### src/logic/prsf_pkg.sv
// Package with register map, field layout and timing constants.
package prsf_pkg;
    localparam int ADDR_W = 5;
    localparam int DATA_W = 16;
    localparam logic [4:0] OFS_BASE_CFG = 5'h19;
    localparam logic [4:0] OFS_FIRST_BYTE = 5'h1a;
    localparam logic [4:0] OFS_IP_DATA = 5'h1b;
    localparam logic [4:0] OFS_EXT_CFG = 5'h1c;
    localparam logic [4:0] OFS_STATUS = 5'h1d;
    localparam int MASK_HI = 15;
    localparam int MASK_LO = 8;
    localparam int BASE_DOMAIN_EN = 15;
    localparam int BASE_IP_SEL = 13;
    localparam int BASE_IP_EN = 12;
    localparam int BASE_TS_EN = 0;
    localparam int EXT_GAP_HI = 15;
    localparam int EXT_GAP_LO = 12;
    localparam int EXT_KEEP_UDP = 11;
    localparam int EXT_KEEP_FCS = 10;
    localparam int EXT_APPEND = 9;
    localparam int EXT_INSERT = 8;
    localparam logic [15:0] RST_FIRST_BYTE = 16'h0000;
    localparam logic [15:0] RST_IP_DATA = 16'h0000;
    localparam logic [15:0] RST_BASE_CFG = 16'h0000;
    localparam logic [15:0] RST_EXT_CFG = 16'hc000;
    localparam int STAMP_LEN_BYTES = 8;
    localparam int BYTE_NS = 80;
    localparam int CLK_NS = 20;
    localparam int BYTE_CYCLES = (BYTE_NS + CLK_NS - 1) / CLK_NS;
    typedef enum logic [1:0] {
        PRSF_IDLE = 2'b00,
        PRSF_FRAME = 2'b01,
        PRSF_GAP = 2'b10
    } prsf_state_t;
endpackage

### src/logic/prsf_skid.sv
// Two-entry buffer with valid and ready on both sides.
`timescale 1ns/1ps
module prsf_skid #(
    parameter int W = 10
) (
    input wire logic clk_sys,
    input wire logic rst_n,
    input wire logic [W-1:0] in_data,
    input wire logic in_valid,
    output logic in_ready,
    output logic [W-1:0] out_data,
    output logic out_valid,
    input wire logic out_ready
);
    logic [W-1:0] mem [2];
    logic wr_ptr;
    logic rd_ptr;
    logic [1:0] count;
    logic push;
    logic pop;

    assign in_ready = (count != 2'h2);
    assign out_valid = (count != 2'h0);
    assign out_data = mem[rd_ptr];
    assign push = in_valid && in_ready;
    assign pop = out_valid && out_ready;

    always_ff @(posedge clk_sys) begin
        if (push) begin
            mem[wr_ptr] <= in_data;
        end
    end

    always_ff @(posedge clk_sys or negedge rst_n) begin
        if (!rst_n) begin
            wr_ptr <= 1'b0;
            rd_ptr <= 1'b0;
            count <= 2'h0;
        end else begin
            if (push) begin
                wr_ptr <= ~wr_ptr;
            end
            if (pop) begin
                rd_ptr <= ~rd_ptr;
            end
            count <= count + {1'b0, push} - {1'b0, pop};
        end
    end
endmodule

### src/logic/prsf_tick.sv
// Divider giving a one-cycle pulse per byte time.
`timescale 1ns/1ps
module prsf_tick #(
    parameter int DIV = 4
) (
    input wire logic clk_sys,
    input wire logic rst_n,
    output logic tick
);
    logic [7:0] cnt;

    always_ff @(posedge clk_sys or negedge rst_n) begin
        if (!rst_n) begin
            cnt <= 8'h00;
            tick <= 1'b0;
        end else if (cnt == 8'(DIV - 1)) begin
            cnt <= 8'h00;
            tick <= 1'b1;
        end else begin
            cnt <= cnt + 8'h01;
            tick <= 1'b0;
        end
    end
endmodule

### src/logic/prsf_top.sv
// Receive timestamp filter, gap keeper and configuration registers.
//
// Implementation choice: the plain strobed port.
`timescale 1ns/1ps
module prsf_top
    import prsf_pkg::*;
#(
    parameter int MIN_GAP_W = 4
) (
    input wire logic clk_sys,
    input wire logic rst_n,
    input wire logic [prsf_pkg::ADDR_W-1:0] reg_addr,
    input wire logic [prsf_pkg::DATA_W-1:0] reg_wdata,
    input wire logic reg_wr,
    input wire logic reg_rd,
    output logic [prsf_pkg::DATA_W-1:0] reg_rdata,
    input wire logic [7:0] med_data,
    input wire logic med_valid,
    input wire logic med_sop,
    input wire logic med_eop,
    input wire logic med_preamble,
    output logic med_ready,
    input wire logic msg_valid,
    input wire logic [7:0] msg_first_byte,
    input wire logic [7:0] msg_domain,
    input wire logic [31:0] msg_ip_dest,
    input wire logic msg_is_ip,
    input wire logic msg_is_l2,
    input wire logic msg_udp_err,
    input wire logic msg_fcs_err,
    input wire logic [63:0] msg_stamp,
    output logic [7:0] mac_data,
    output logic mac_valid,
    output logic mac_sop,
    output logic mac_eop,
    input wire logic mac_ready,
    output logic stamp_valid,
    output logic [63:0] stamp_value,
    output logic insert_req,
    output logic append_req,
    output logic [63:0] insert_stamp
);
    logic [15:0] base_cfg;
    logic [15:0] first_byte_cfg;
    logic [31:0] ip_filter;
    logic [15:0] ext_cfg;
    logic [15:0] next_rdata;
    logic [7:0] first_byte_mask;
    logic [7:0] first_byte_match_value;
    logic ip_half_select;
    logic [MIN_GAP_W-1:0] min_gap_bytes;
    logic stamp_insert_on;
    logic append_stamp_layer2;
    logic pass_first;
    logic pass_ip;
    logic pass_domain;
    logic pass_err;
    logic qualify;
    logic byte_tick;
    logic [MIN_GAP_W-1:0] gap_cnt;
    logic dropping;
    logic [15:0] stamp_count;
    logic [15:0] drop_count;
    logic in_valid;
    logic in_ready;
    logic [9:0] out_word;
    prsf_state_t state;

    assign first_byte_mask = first_byte_cfg[MASK_HI:MASK_LO];
    assign first_byte_match_value = first_byte_cfg[7:0];
    assign ip_half_select = base_cfg[BASE_IP_SEL];
    assign min_gap_bytes = ext_cfg[EXT_GAP_HI -: MIN_GAP_W];
    assign stamp_insert_on = ext_cfg[EXT_INSERT];
    assign append_stamp_layer2 = ext_cfg[EXT_APPEND];

    // Registers: software writes steer filtering below.
    always_ff @(posedge clk_sys or negedge rst_n) begin
        if (!rst_n) begin
            base_cfg <= RST_BASE_CFG;
            first_byte_cfg <= RST_FIRST_BYTE;
            ext_cfg <= RST_EXT_CFG;
        end else if (reg_wr) begin
            case (reg_addr)
                OFS_BASE_CFG: begin
                    base_cfg <= reg_wdata;
                end
                OFS_FIRST_BYTE: begin
                    first_byte_cfg <= reg_wdata;
                end
                OFS_EXT_CFG: begin
                    ext_cfg <= reg_wdata;
                end
                default: begin
                end
            endcase
        end
    end

    // The select bit lives in the base register, so the order of the
    // two halves is entirely up to software.
    always_ff @(posedge clk_sys or negedge rst_n) begin
        if (!rst_n) begin
            ip_filter <= {RST_IP_DATA, RST_IP_DATA};
        end else if (reg_wr && reg_addr == OFS_IP_DATA) begin
            if (ip_half_select) begin
                ip_filter[15:0] <= reg_wdata;
            end else begin
                ip_filter[31:16] <= reg_wdata;
            end
        end
    end

    always_comb begin
        next_rdata = 16'h0000;
        case (reg_addr)
            OFS_BASE_CFG: next_rdata = base_cfg;
            OFS_FIRST_BYTE: next_rdata = first_byte_cfg;
            OFS_IP_DATA: next_rdata = ip_half_select ?
                ip_filter[15:0] : ip_filter[31:16];
            OFS_EXT_CFG: next_rdata = ext_cfg;
            OFS_STATUS: next_rdata = {drop_count[7:0], stamp_count[7:0]};
            default: next_rdata = 16'h0000;
        endcase
    end

    always_ff @(posedge clk_sys or negedge rst_n) begin
        if (!rst_n) begin
            reg_rdata <= 16'h0000;
        end else if (reg_rd) begin
            reg_rdata <= next_rdata;
        end else begin
            reg_rdata <= 16'h0000;
        end
    end

    // Message qualification.
    assign pass_first = (first_byte_mask == 8'h00) ||
        (((msg_first_byte ^ first_byte_match_value) &
        first_byte_mask) == 8'h00);
    assign pass_ip = !base_cfg[BASE_IP_EN] || !msg_is_ip ||
        (msg_ip_dest == ip_filter);
    assign pass_domain = !base_cfg[BASE_DOMAIN_EN] ||
        (msg_domain == ext_cfg[7:0]);
    assign pass_err = (!msg_udp_err || ext_cfg[EXT_KEEP_UDP]) &&
        (!msg_fcs_err || ext_cfg[EXT_KEEP_FCS]);
    assign qualify = msg_valid && base_cfg[BASE_TS_EN] && pass_first &&
        pass_ip && pass_domain && pass_err;

    always_ff @(posedge clk_sys or negedge rst_n) begin
        if (!rst_n) begin
            stamp_valid <= 1'b0;
            stamp_value <= 64'h0;
            insert_req <= 1'b0;
            append_req <= 1'b0;
            insert_stamp <= 64'h0;
        end else begin
            stamp_valid <= qualify && !stamp_insert_on;
            insert_req <= qualify && stamp_insert_on;
            append_req <= qualify && stamp_insert_on &&
                append_stamp_layer2 && msg_is_l2;
            // The readout copy stays put while stamps go into packets.
            if (qualify && !stamp_insert_on) begin
                stamp_value <= msg_stamp;
            end
            if (qualify && stamp_insert_on) begin
                insert_stamp <= msg_stamp;
            end
        end
    end

    always_ff @(posedge clk_sys or negedge rst_n) begin
        if (!rst_n) begin
            stamp_count <= 16'h0000;
            drop_count <= 16'h0000;
        end else if (msg_valid) begin
            if (qualify) begin
                stamp_count <= stamp_count + 16'h0001;
            end else begin
                drop_count <= drop_count + 16'h0001;
            end
        end
    end

    prsf_tick #(
        .DIV(BYTE_CYCLES)
    ) u_tick (
        .clk_sys(clk_sys),
        .rst_n(rst_n),
        .tick(byte_tick)
    );

    // Gap keeper: after an end of packet, byte times are counted; preamble
    // bytes that arrive before the minimum is reached are dropped. Payload
    // is never dropped, which trades a short gap for frame integrity.
    always_ff @(posedge clk_sys or negedge rst_n) begin
        if (!rst_n) begin
            state <= PRSF_IDLE;
            gap_cnt <= '0;
        end else begin
            case (state)
                PRSF_IDLE: begin
                    if (med_valid && med_ready && med_sop) begin
                        state <= PRSF_FRAME;
                    end
                end
                PRSF_FRAME: begin
                    if (med_valid && med_ready && med_eop) begin
                        state <= PRSF_GAP;
                        gap_cnt <= '0;
                    end
                end
                PRSF_GAP: begin
                    if (byte_tick && gap_cnt != min_gap_bytes) begin
                        gap_cnt <= gap_cnt + 1'b1;
                    end
                    // A frame start kept during the gap must be tracked,
                    // or its end would open no gap.
                    if (med_valid && med_ready && med_sop && !dropping) begin
                        state <= PRSF_FRAME;
                    end else if (gap_cnt == min_gap_bytes) begin
                        state <= PRSF_IDLE;
                    end
                end
                default: begin
                    state <= PRSF_IDLE;
                end
            endcase
        end
    end

    assign dropping = (state == PRSF_GAP) && med_preamble &&
        (gap_cnt != min_gap_bytes);
    assign med_ready = dropping || in_ready;
    assign in_valid = med_valid && !dropping;

    prsf_skid #(
        .W(10)
    ) u_skid (
        .clk_sys(clk_sys),
        .rst_n(rst_n),
        .in_data({med_sop, med_eop, med_data}),
        .in_valid(in_valid),
        .in_ready(in_ready),
        .out_data(out_word),
        .out_valid(mac_valid),
        .out_ready(mac_ready)
    );

    assign mac_sop = out_word[9];
    assign mac_eop = out_word[8];
    assign mac_data = out_word[7:0];
endmodule
### config.mk
export PLATFORM = sky130hd
export DESIGN_NAME = prsf_top
export DESIGN_NICKNAME = d
export VERILOG_FILES = /design/src/logic/prsf_pkg.sv /design/src/logic/prsf_skid.sv /design/src/logic/prsf_tick.sv /design/src/logic/prsf_top.sv
export SDC_FILE = /design/constraint.sdc
export NUM_CORES = 1
export LEC_CHECK = 0
export BUFFER_PORTS_ARGS = -buffer_cell sky130_fd_sc_hd__buf_2
export CAP_MARGIN = 20
export CORE_ASPECT_RATIO = 1.25
export CORE_MARGIN = 5
export CORE_UTILIZATION = 37
export CTS_CLUSTER_DIAMETER = 200
export DETAILED_ROUTE_END_ITERATION = 16
export PLACE_DENSITY = 0.65
export SLEW_MARGIN = 10
export SYNTH_ARGS = -nofsm -noshare
export SYNTH_HDL_FRONTEND = slang
export SYNTH_HIERARCHICAL = 1
export SYNTH_SLANG_ARGS = --single-unit
### constraint.sdc
create_clock -name clk_sys -period 2.6 [get_ports clk_sys]
set_input_delay 0.13 -clock clk_sys [delete_from_list [all_inputs] [get_ports clk_sys]]
set_output_delay 0.13 -clock clk_sys [all_outputs]
set_load 0.02 [all_outputs]
==> results of run 1 <==
==> registers in the layout, summed over array words and instances (netlist names), 4 cells and up <==
| name | flops |
|---|---|
| gap_cnt | 4 |
| first_byte_cfg | 16 |
| u_tick/cnt | 8 |
| u_skid/mem | 20 |
| reg_rdata | 16 |
| ext_cfg | 16 |
| stamp_value | 64 |
| insert_stamp | 64 |
| ip_filter | 32 |
| base_cfg | 16 |
| stamp_count | 8 |
| drop_count | 8 |
==> per-layer routing <==
| layer | GRT usage [%] | routed length (um) | up-vias |
|---|---|---|---|
| met5 | 0 | 0 | - |
| met4 | 6.341 | 1042 | 0 |
| li1 | - | - | 3947 |
| met3 | 2.241 | 1654 | 66 |
| met1 | 23.05 | 13480 | 4348 |
| met2 | 30.43 | 17120 | 260 |
==> worst max-delay path, cell delays in order, from the launching register on <==
cell	delay, ns
sky130_fd_sc_hd__dfrtp_1	0.41
sky130_fd_sc_hd__xnor2_2	0.22
sky130_fd_sc_hd__nand4_1	0.16
sky130_fd_sc_hd__nor4_2	0.37
sky130_fd_sc_hd__a21oi_2	0.15
sky130_fd_sc_hd__nor4_4	0.21
sky130_fd_sc_hd__buf_4	0.18
sky130_fd_sc_hd__nand2_2	0.07
sky130_fd_sc_hd__buf_12	0.22
sky130_fd_sc_hd__mux2_1	0.36
==> report_power, final <==
part / internal (W) / total [W] / switching (W)
Sequential: 0.00552 / 0.00623 / 0.000713
Combinational: 0.00185 / 0.00419 / 0.00233
Clock: 0.00276 / 0.00450 / 0.00174
Total: 0.0101 / 0.0149 / 0.00479
==> repair_timing <==
item,4_1_cts,5_1_grt
hold buffers,95,0
buffers inserted,0,1
pin swaps,1,1
resized for setup,0,9
endpoints found under the setup margin,127,130
endpoints found under the hold margin,324,0
==> per-stage QoR <==
stage	cells	power (W)	area, um2	worst slack (ns)	utilization (%)
floorplan	857	0.008709	12050	0.2821	-
global placement	1582	0.01026	14310	-0.04757	44.16
detailed placement	1583	0.01037	14320	-0.06939	44.19
CTS	1730	0.01503	16310	0.02759	50.34
global route	1731	0.01566	16370	-0.05857	50.51
finish	1731	0.01491	16370	0.07306	50.51
==> synthesized netlist by cell type (all sizes together), types with 9 or more instances <==
master,count,area (um2)
xnor2,51,446.7
nand3,19,95.09
nand2,34,130.1
a222oi,15,150.1
buf,16,78.82
o21ai,9,45.04
a21oi,18,90.09
mux2,233,2624
nand4,13,81.33
nor2,35,131.4
edfxtp,20,600.6
dfrtp,260,6506
mux2i,15,150.1
ha,10,125.1
xor2,24,210.2
clkbuf,19,71.32
==> placed cells by master, fill, tap and decap left out, types with 5 or more instances in the layout <==
master	netlist	layout
sky130_fd_sc_hd__dlygate4sd3_1	0	95
sky130_fd_sc_hd__dfrtp_1	260	260
sky130_fd_sc_hd__mux2_1	23	23
sky130_fd_sc_hd__buf_2	15	312
sky130_fd_sc_hd__xor2_1	24	24
sky130_fd_sc_hd__clkbuf_16	0	29
sky130_fd_sc_hd__nand2_1	33	33
sky130_fd_sc_hd__and3_1	5	5
sky130_fd_sc_hd__clkbuf_8	0	7
sky130_fd_sc_hd__a222oi_1	15	15
sky130_fd_sc_hd__nand3_1	19	19
sky130_fd_sc_hd__clkbuf_1	19	7
sky130_fd_sc_hd__nand4_1	13	13
sky130_fd_sc_hd__mux2_2	210	210
sky130_fd_sc_hd__inv_1	8	8
sky130_fd_sc_hd__a21oi_1	18	17
sky130_fd_sc_hd__mux2i_1	15	15
sky130_fd_sc_hd__buf_4	0	24
sky130_fd_sc_hd__buf_12	0	6
sky130_fd_sc_hd__o21ai_0	8	8
sky130_fd_sc_hd__ha_1	10	10
sky130_fd_sc_hd__nand2b_1	8	7
sky130_fd_sc_hd__xnor2_1	51	49
sky130_fd_sc_hd__edfxtp_1	20	20
sky130_fd_sc_hd__nor2_1	35	35
sky130_fd_sc_hd__bufinv_16	0	5
==> path summary, 6_finish.rpt <==
check / slack, ns / startpoint / endpoint
worst max-delay path: 0.07 / ip_filter[30] / insert_stamp[15]
worst min-delay path: 0.06 / reg_wr / base_cfg[13]
worst max register to register: 0.07 / ip_filter[30] / insert_stamp[15]
worst min register to register: 0.48 / stamp_count[7] / stamp_count[7]
max in group asynchronous: 1.67 / rst_n / insert_stamp[16]
min in group asynchronous: 0.12 / rst_n / ip_filter[19]
==> logic make-up (layout without fill, tap and decap cells) <==
group / after synthesis / count (layout) / share of synthesized area, %
AO/OA/AOI/OAI: 56 / 56 / 3.302
XOR/XNOR: 75 / 75 / 5.451
adder cells (fa/ha/maj): 10 / 10 / 1.038
buffers and inverters: 43 / 499 / 1.495
flip-flops: 282 / 282 / 59.41
multiplexers: 248 / 248 / 23.02
AND/OR/NAND/NOR: 143 / 143 / 6.282
==> final cells by class <==
cell class                      instances  area [um2]  area share [%]
Inverter                                8       30.03          0.1835
Sequential cell                       282        7159           43.74
Clock inverter                          9       191.4           1.170
Multi-Input combinational cell        532        4777           29.19
Tap cell                              418       523.0           3.195
Timing Repair Buffer                  439        2839           17.34
Clock buffer                           43       848.3           5.183
==> reports/metrics.cfg, run 1 <==
[worst_setup_path]
cp_data_arrival_time_ns = 2.96
path_class = reg2reg
rr_worst_depth = 9
worst-path-max-fanout = 64
cp-start-kind = flip-flop
critical_path_required_ns = 3.03
end_kind = flip-flop

[logic_synthesis]
share_of_flip_flops_with_an_asynchronous_set_or_reset_after_synthesis_pct = 92.91
netlist_area_um2 = 12050
portion_of_the_post_synthesis_area_used_by_sequential_elements_pct = 59.41
syn_nets = 1022
synth_enable_flop_cells = 20
syn-instance-count = 857
ys_dominant_reg_cell = sky130_fd_sc_hd__dfrtp_1
ys_seq_elements = 282
ys.warnings.count = 6
synth_area_per_cell_um2 = 14.06
post_synth_num_cell_types = 51

[grt]
grt_usage_pct = 17.72
first_global_vias = 9104
grt_antenna_before_repair = 1
grt_remaining_overflow = 0
grt_max_degree = 76
grt_first_pass_wirelength_um = 50960

[floorplan]
io_pins = 314
fp.dieW_um = 171.4
core_area_um2 = 32410
num_rows = 74
die_height_um = 211.8
design.die.area_um2 = 36300
start_util_pct = 37.19

[clock_tree]
h-tree-depth = 1
clock_sinks = 282
cts_inserted_buffers = 29
clkTransAtPathRegs_ns = 0.06
cts_root_buf = sky130_fd_sc_hd__clkbuf_16
cts_max_path_buffers = 3
tritoncts_clock_tree = done
clk_lat_worst_skew_ns = 0.57

[sta]
finalSetupViolations = 0
timing.final.crit_period_ns = 2.527
max_slew_margin_pct = 49.91
clock-skew-final_ns = 0.02302
worst_slew_pin_slew_ns = 0.7495
maxClockFrequency_ghz = 0.3957
post-route-period-util_pct = 97.19
worst_hold_slack_ns = 0.05804
hold_viol = 0
final-max-slew-violation-count = 0
totalNegativeSetupSlack_ns = 0

[cells_and_area]
finalNetCount = 1457
layout-drive-gt1-share_pct = 47.14
antennaDiodeCount = 0
area_growth_syn_to_layout_pct = 35.83
nFillCells = 2807

[placement]
place.gp.congestion = 0.8540
place.port_buffers = 313
hpwlAfterDp_um = 24200

[route]
antenna_violating_nets_post_route = 0
route.detailed.drc = 0
avgViaCountPerCell = 4.980
drt_first_iter_violations = 517
dr.pass1.iters = 5
post_detailed_route_wirelength_per_cell_um = 19.23
routed_wirelength_um = 33290
total_number_of_vias = 8621

[hold_path]
hold-path-cell-count = 4
hold_path.class = in2reg

[run]
maximum_capacitance_violations = 0

[pwr]
peakVddDrop_mv = 0.5988
static-leakage-power_nw = 8.049
powerDensity_nw_per_um2 = 911.2

[status]
run_status = completed

No activity file was read; power rests on OpenSTA's default activity.
==> run 2, diff against run 1 <==
- clock period: 2.6 -> 2.45 ns (I/O delays scaled with it)
==> reports/metrics.cfg, run 2 (synthesis gave the netlist of run 1 again) <==
[sta]
worst_slew_pin_slew_ns = 0.7854  ; +0.03587 ns
totalNegativeSetupSlack_ns = 0  ; unchanged
timing.final.crit_period_ns = 2.409  ; -0.1174 ns
rsz0062_at_grt = true
finalSetupViolations = 0  ; unchanged
post-route-period-util_pct = 98.35  ; +1.2 points
max_slew_margin_pct = 47.32  ; -2.6 points
clock-skew-final_ns = 0.01021  ; -0.01281 ns
hold_viol = 0  ; unchanged
worst_hold_slack_ns = 0.06587  ; +0.007830 ns
maxClockFrequency_ghz = 0.4150  ; +4.9%
final-max-slew-violation-count = 0  ; unchanged

[pwr]
peakVddDrop_mv = 0.7285  ; +22%
static-leakage-power_nw = 8.278  ; +2.8%
fin_total_pwr_w = 0.01569  ; +5.2%
powerDensity_nw_per_um2 = 938.5  ; +3.0%

[route]
antenna_violating_nets_post_route = 0  ; unchanged
routed_wirelength_um = 34760  ; +4.4%
total_number_of_vias = 8774  ; +1.8%
drt_first_iter_violations = 656  ; +27%
route.detailed.drc = 0  ; unchanged
dr.pass1.iters = 5  ; unchanged
post_detailed_route_wirelength_per_cell_um = 19.75  ; +2.7%
avgViaCountPerCell = 4.985  ; about the same

[worst_setup_path]
cp_data_arrival_time_ns = 2.84  ; -0.12 ns
critical_path_required_ns = 2.88  ; -0.15 ns
end_kind = flip-flop
cp_slowest_cell = sky130_fd_sc_hd__dfrtp_1
worst-path-max-fanout = 16  ; -75%
path_class = reg2reg
cp-start-kind = flip-flop
critPathBufInv = 2  ; unchanged
path_cells = xnor2_2 -> nand4_1 -> nor4_2 -> a21oi_2 -> nor4_4 -> buf_6 -> nand2b_4 -> clkbuf_16 -> mux2_2
crit_family = simple AND/OR/NAND/NOR gates
max_stage_delay_ns = 0.41  ; about the same

[clock_tree]
cts_inserted_buffers = 29  ; unchanged
clk_lat_worst_skew_ns = 0.55  ; -0.02 ns
h-tree-depth = 1  ; unchanged
cts_root_buf = sky130_fd_sc_hd__clkbuf_16
cts_max_path_buffers = 3  ; unchanged
clkTransAtPathRegs_ns = 0.07  ; about the same
clock_sinks = 282  ; unchanged
tritoncts_clock_tree = done

[placement]
place.port_buffers = 313  ; unchanged
hpwlAfterDp_um = 24210  ; about the same
place.detailed.instances = 1602  ; +1.2%
place.gp.congestion = 0.8364  ; -2.1%
placement.cell_area_um2 = 14450  ; +0.91%

[hold_path]
hold_path.class = in2reg

[cells_and_area]
antennaDiodeCount = 0  ; unchanged
layout-drive-gt1-share_pct = 49.33  ; +2.2 points
finalNetCount = 1487  ; +2.1%
most_frequent_standard_cell_in_the_layout_excluding_fill_and_tap_cells = sky130_fd_sc_hd__buf_2
area_growth_syn_to_layout_pct = 38.70
mostFrequentLayoutCells = sky130_fd_sc_hd__buf_2, sky130_fd_sc_hd__dfrtp_1, sky130_fd_sc_hd__mux2_2, sky130_fd_sc_hd__dlygate4sd3_1, sky130_fd_sc_hd__xnor2_1
final_cell_area_um2 = 16710  ; +2.1%
layout_top_registers = insert_stamp x64, stamp_value x64, ip_filter x32
stdcell_count = 1760  ; +1.7%

[grt]
first_global_vias = 8910  ; -2.1%
grt_first_pass_wirelength_um = 50630  ; -0.66%
grt_antenna_before_repair = 0  ; -1
grt_usage_pct = 17.68  ; -0.033 points
grt_remaining_overflow = 0  ; unchanged
grt_max_degree = 71  ; -6.6%

[floorplan]
num_rows = 74  ; unchanged
io_pins = 314  ; unchanged
fp.dieW_um = 171.4  ; unchanged
design.die.area_um2 = 36300  ; unchanged
core_area_um2 = 32410  ; unchanged
start_util_pct = 37.19  ; unchanged
die_height_um = 211.8  ; unchanged

[status]
run_status = completed

[run]
maximum_capacitance_violations = 0  ; unchanged

## run 2: cell count changes in the layout (fill, tap and decap cells not counted), moves of 2 or more
cell | before | now
sky130_fd_sc_hd__nor4_2 | 3 | 5
sky130_fd_sc_hd__buf_16 | 0 | 2
sky130_fd_sc_hd__clkbuf_16 | 29 | 35
sky130_fd_sc_hd__buf_6 | 1 | 5
sky130_fd_sc_hd__mux2_1 | 23 | 16
sky130_fd_sc_hd__xnor2_2 | 2 | 5
sky130_fd_sc_hd__nor4_1 | 3 | 1
sky130_fd_sc_hd__buf_4 | 24 | 45
sky130_fd_sc_hd__bufinv_16 | 5 | 2
sky130_fd_sc_hd__mux2_4 | 0 | 7
sky130_fd_sc_hd__xnor2_1 | 49 | 46
sky130_fd_sc_hd__clkinv_2 | 1 | 3
sky130_fd_sc_hd__buf_12 | 6 | 3
## run 2: final cells by class
| type | instances | area, um2 |
|---|---|---|
| clock buffers | 43 | 858.3 |
| repair buffers | 469 | 3187 |
| well taps | 418 | 523.0 |
| clock inverters | 8 | 100.1 |
| fillers | 2763 | 15690 |
| flip-flops and latches | 282 | 7159 |
| multi-input cells | 532 | 4856 |
| inverters | 8 | 30.03 |
## run 2: path summary, 6_finish.rpt
check,start,endpoint,slack [ns],depth (start not counted)
max in group asynchronous,rst_n,stamp_value[32],1.51,3
setup reg to reg,ip_filter[30],stamp_value[37],0.04,9
hold / removal,med_valid,u_skid/wr_ptr,0.07,4
min in group asynchronous,rst_n,ip_filter[7],0.15,2
setup / recovery,ip_filter[30],stamp_value[37],0.04,9
hold reg to reg,stamp_count[7],stamp_count[7],0.48,1
## run 2: report_power, final
| group | switching (W) | internal, W | leakage [nW] |
|---|---|---|---|
| clock | 0.00181 | 0.00262 | 0.471 |
| combinational | 0.00254 | 0.00209 | 4.18 |
| sequential | 0.000770 | 0.00585 | 3.63 |
| total | 0.00512 | 0.0106 | 8.28 |
## run 2: layer usage
metal	global-route usage (%)	wire (um)
met1	22.95	14080
met2	30.01	17690
met3	2.578	1780
met4	6.668	1204
met5	0	0
## run 2: metrics by stage
| step | setup slack (ns) | util (%) |
|---|---|---|
| global route | -0.07159 | 51.58 |
| finish | 0.04050 | 51.58 |
| global placement | -0.2164 | 44.56 |
| detailed placement | -0.1824 | 44.59 |
| CTS | -0.02819 | 50.60 |
| floorplan | 0.1321 | - |
## run 2: what timing repair did
item | 4_1_cts | 5_1_grt
cloned | 0 | 8
pin swaps | 1 | 12
endpoints found under the setup margin | 132 | 131
buffers inserted | 0 | 4
resized for setup | 7 | 21
hold buffers | 95 | 0
hold endpoints to repair | 330 | 0
## run 2: tightest hold or removal path: stages
cell and delay (ns):
sky130_fd_sc_hd__buf_2 0.12, sky130_fd_sc_hd__and2_1 0.14, sky130_fd_sc_hd__nand2_1 0.11, sky130_fd_sc_hd__xnor2_1 0.07
==> run 3, diff against run 2 <==
- clock period: 2.45 -> 2.65 ns (I/O delays scaled with it)
==> reports/metrics.cfg, run 3 (synthesis gave the netlist of run 1 again) <==
[status]
run_status = completed

[route]
routed_wirelength_um = 33390  ; -3.9%
avgViaCountPerCell = 4.991  ; +0.12%
dr.pass1.iters = 6  ; +1
total_number_of_vias = 8675  ; -1.1%
post_detailed_route_wirelength_per_cell_um = 19.21  ; -2.7%
route.detailed.drc = 0  ; unchanged
drt_first_iter_violations = 536  ; -18%
antenna_violating_nets_post_route = 0  ; unchanged

[sta]
timing.final.crit_period_ns = 2.502  ; +0.09295 ns
finalSetupViolations = 0  ; unchanged
post-route-period-util_pct = 94.43  ; -3.9 points
maxClockFrequency_ghz = 0.3996  ; -3.7%
hold_viol = 0  ; unchanged
max_slew_margin_pct = 49.78  ; +2.5 points
worst_slew_pin_slew_ns = 0.7514  ; -0.03400 ns
rsz0062_at_grt = false
clock-skew-final_ns = 0.02893  ; +0.01872 ns
timing.final.ws_setup_ns = 0.1476  ; +0.1071 ns
final-max-slew-violation-count = 0  ; unchanged

[pwr]
peakVddDrop_mv = 0.6359  ; -13%
powerDensity_nw_per_um2 = 886.3  ; -5.6%
static-leakage-power_nw = 8.069  ; -2.5%

[placement]
place.port_buffers = 313  ; unchanged
place.detailed.instances = 1583  ; -1.2%
pre_cts_ws_ns = -0.01270  ; +0.1697 ns
place.gp.congestion = 0.8689  ; +3.9%
hpwlAfterDp_um = 24160  ; -0.24%

[clock_tree]
cts_inserted_buffers = 30  ; +3.4%
cts_root_buf = sky130_fd_sc_hd__clkbuf_16
tritoncts_clock_tree = done
cts_max_path_buffers = 3  ; unchanged
h-tree-depth = 1  ; unchanged
clock_sinks = 282  ; unchanged
clk_lat_worst_skew_ns = 0.57  ; +0.02 ns
clkTransAtPathRegs_ns = 0.06  ; about the same

[floorplan]
core_area_um2 = 32410  ; unchanged
io_pins = 314  ; unchanged
design.die.area_um2 = 36300  ; unchanged
die_height_um = 211.8  ; unchanged
start_util_pct = 37.19  ; unchanged
fp.dieW_um = 171.4  ; unchanged
num_rows = 74  ; unchanged

[hold_path]
hold_path.class = in2reg

[cells_and_area]
nFillCells = 2832  ; +2.5%
most_frequent_standard_cell_in_the_layout_excluding_fill_and_tap_cells = sky130_fd_sc_hd__buf_2
layout_top_registers = insert_stamp x64, stamp_value x64, ip_filter x32
stdcell_count = 1738  ; -1.3%
final-seq-area_um2 = 7159  ; unchanged
finalNetCount = 1461  ; -1.7%
antennaDiodeCount = 0  ; unchanged
multi_input_combinational_cell_area_um2 = 4778  ; -1.6%
mostFrequentLayoutCells = sky130_fd_sc_hd__buf_2, sky130_fd_sc_hd__dfrtp_1, sky130_fd_sc_hd__mux2_2, sky130_fd_sc_hd__dlygate4sd3_1, sky130_fd_sc_hd__xnor2_1
layout-drive-gt1-share_pct = 46.97  ; -2.4 points
area_growth_syn_to_layout_pct = 35.91

[worst_setup_path]
cp-start-kind = flip-flop
path_class = reg2reg
end_kind = flip-flop
critPathBufInv = 2  ; unchanged
max_stage_delay_ns = 0.42  ; about the same
crit_family = simple AND/OR/NAND/NOR gates
cp_slowest_cell = sky130_fd_sc_hd__dfrtp_1
worst-path-max-fanout = 32  ; +16
critical_path_required_ns = 3.08  ; +0.20 ns
path_cells = xnor2_2 -> nand4_1 -> nor4_2 -> a21oi_2 -> nor4_4 -> buf_4 -> nand2_4 -> clkbuf_16 -> mux2_2
cp_data_arrival_time_ns = 2.93  ; +0.09 ns

[grt]
grt_first_pass_wirelength_um = 50290  ; -0.67%
grt_max_degree = 85  ; +20%
grt_usage_pct = 17.54  ; -0.14 points
grt_antenna_before_repair = 0  ; unchanged
grt_remaining_overflow = 0  ; unchanged
first_global_vias = 9075  ; +1.9%

[run]
maximum_capacitance_violations = 0  ; unchanged

run 3: per-layer routing:
layer / wire length [um] / GRT usage [%] / vias up
li1: - / - / 3973
met1: 13300 / 22.64 / 4357
met2: 16980 / 30.11 / 270
met3: 1913 / 2.260 / 75
met4: 1194 / 6.696 / 0
met5: 0 / 0 / -
run 3: worst register-to-register path, stage by stage (launching register included):
cell and delay (ns):
sky130_fd_sc_hd__dfrtp_1 0.42, sky130_fd_sc_hd__xnor2_2 0.26, sky130_fd_sc_hd__nand4_1 0.18, sky130_fd_sc_hd__nor4_2 0.29
sky130_fd_sc_hd__a21oi_2 0.15, sky130_fd_sc_hd__nor4_4 0.21, sky130_fd_sc_hd__buf_4 0.18, sky130_fd_sc_hd__nand2_4 0.10
sky130_fd_sc_hd__clkbuf_16 0.26, sky130_fd_sc_hd__mux2_2 0.31
run 3: final timing paths:
| kind | startpoint | endpoint | slack, ns | cells past startpoint |
|---|---|---|---|---|
| max | ip_filter[11] | insert_stamp[19] | 0.15 | 9 |
| min | med_preamble | state[0] | 0.06 | 4 |
| max reg2reg | ip_filter[11] | insert_stamp[19] | 0.15 | 9 |
| min reg2reg | u_tick/cnt[7] | u_tick/cnt[7] | 0.48 | 1 |
| max in group asynchronous | rst_n | stamp_value[61] | 1.60 | 3 |
| min in group asynchronous | rst_n | ip_filter[19] | 0.14 | 2 |
run 3: through the flow:
stage / hold slack (ns) / utilization (%) / TNS (ns) / total power (W) / cell area [um2]
floorplan: -0.1631 / - / 0 / 0.008545 / 12050
global placement: 0.1833 / 44.07 / 0 / 0.01005 / 14280
detailed placement: 0.1909 / 44.07 / -0.02321 / 0.01018 / 14280
CTS: 0.02510 / 50.13 / 0 / 0.01465 / 16240
global route: 0.04663 / 50.54 / 0 / 0.01524 / 16380
finish: 0.06486 / 50.54 / 0 / 0.01452 / 16380
run 3: repair_timing:
action | in CTS | in global routing
endpoints found under the hold margin | 309 | 8
cloned | 0 | 2
hold buffers | 94 | 1
gates resized for setup | 0 | 10
pin swaps | 1 | 3
setup endpoints to repair | 64 | 136
setup buffers | 0 | 1
run 3: area by class of cell:
class	count	share of cell area [%]
inverter	8	0.1834
sequential	282	43.72
timing repair buffer	442	17.48
multi-input combinational	532	29.18
clock buffer	49	5.455
clock inverter	7	0.7946
tap	418	3.194
run 3: power by group:
part           leakage, nW  internal (W)  switching [W]
logic                 3.95       0.00181        0.00229
registers             3.63       0.00541       0.000694
clock network        0.493       0.00260        0.00172
total                 8.07       0.00981        0.00470
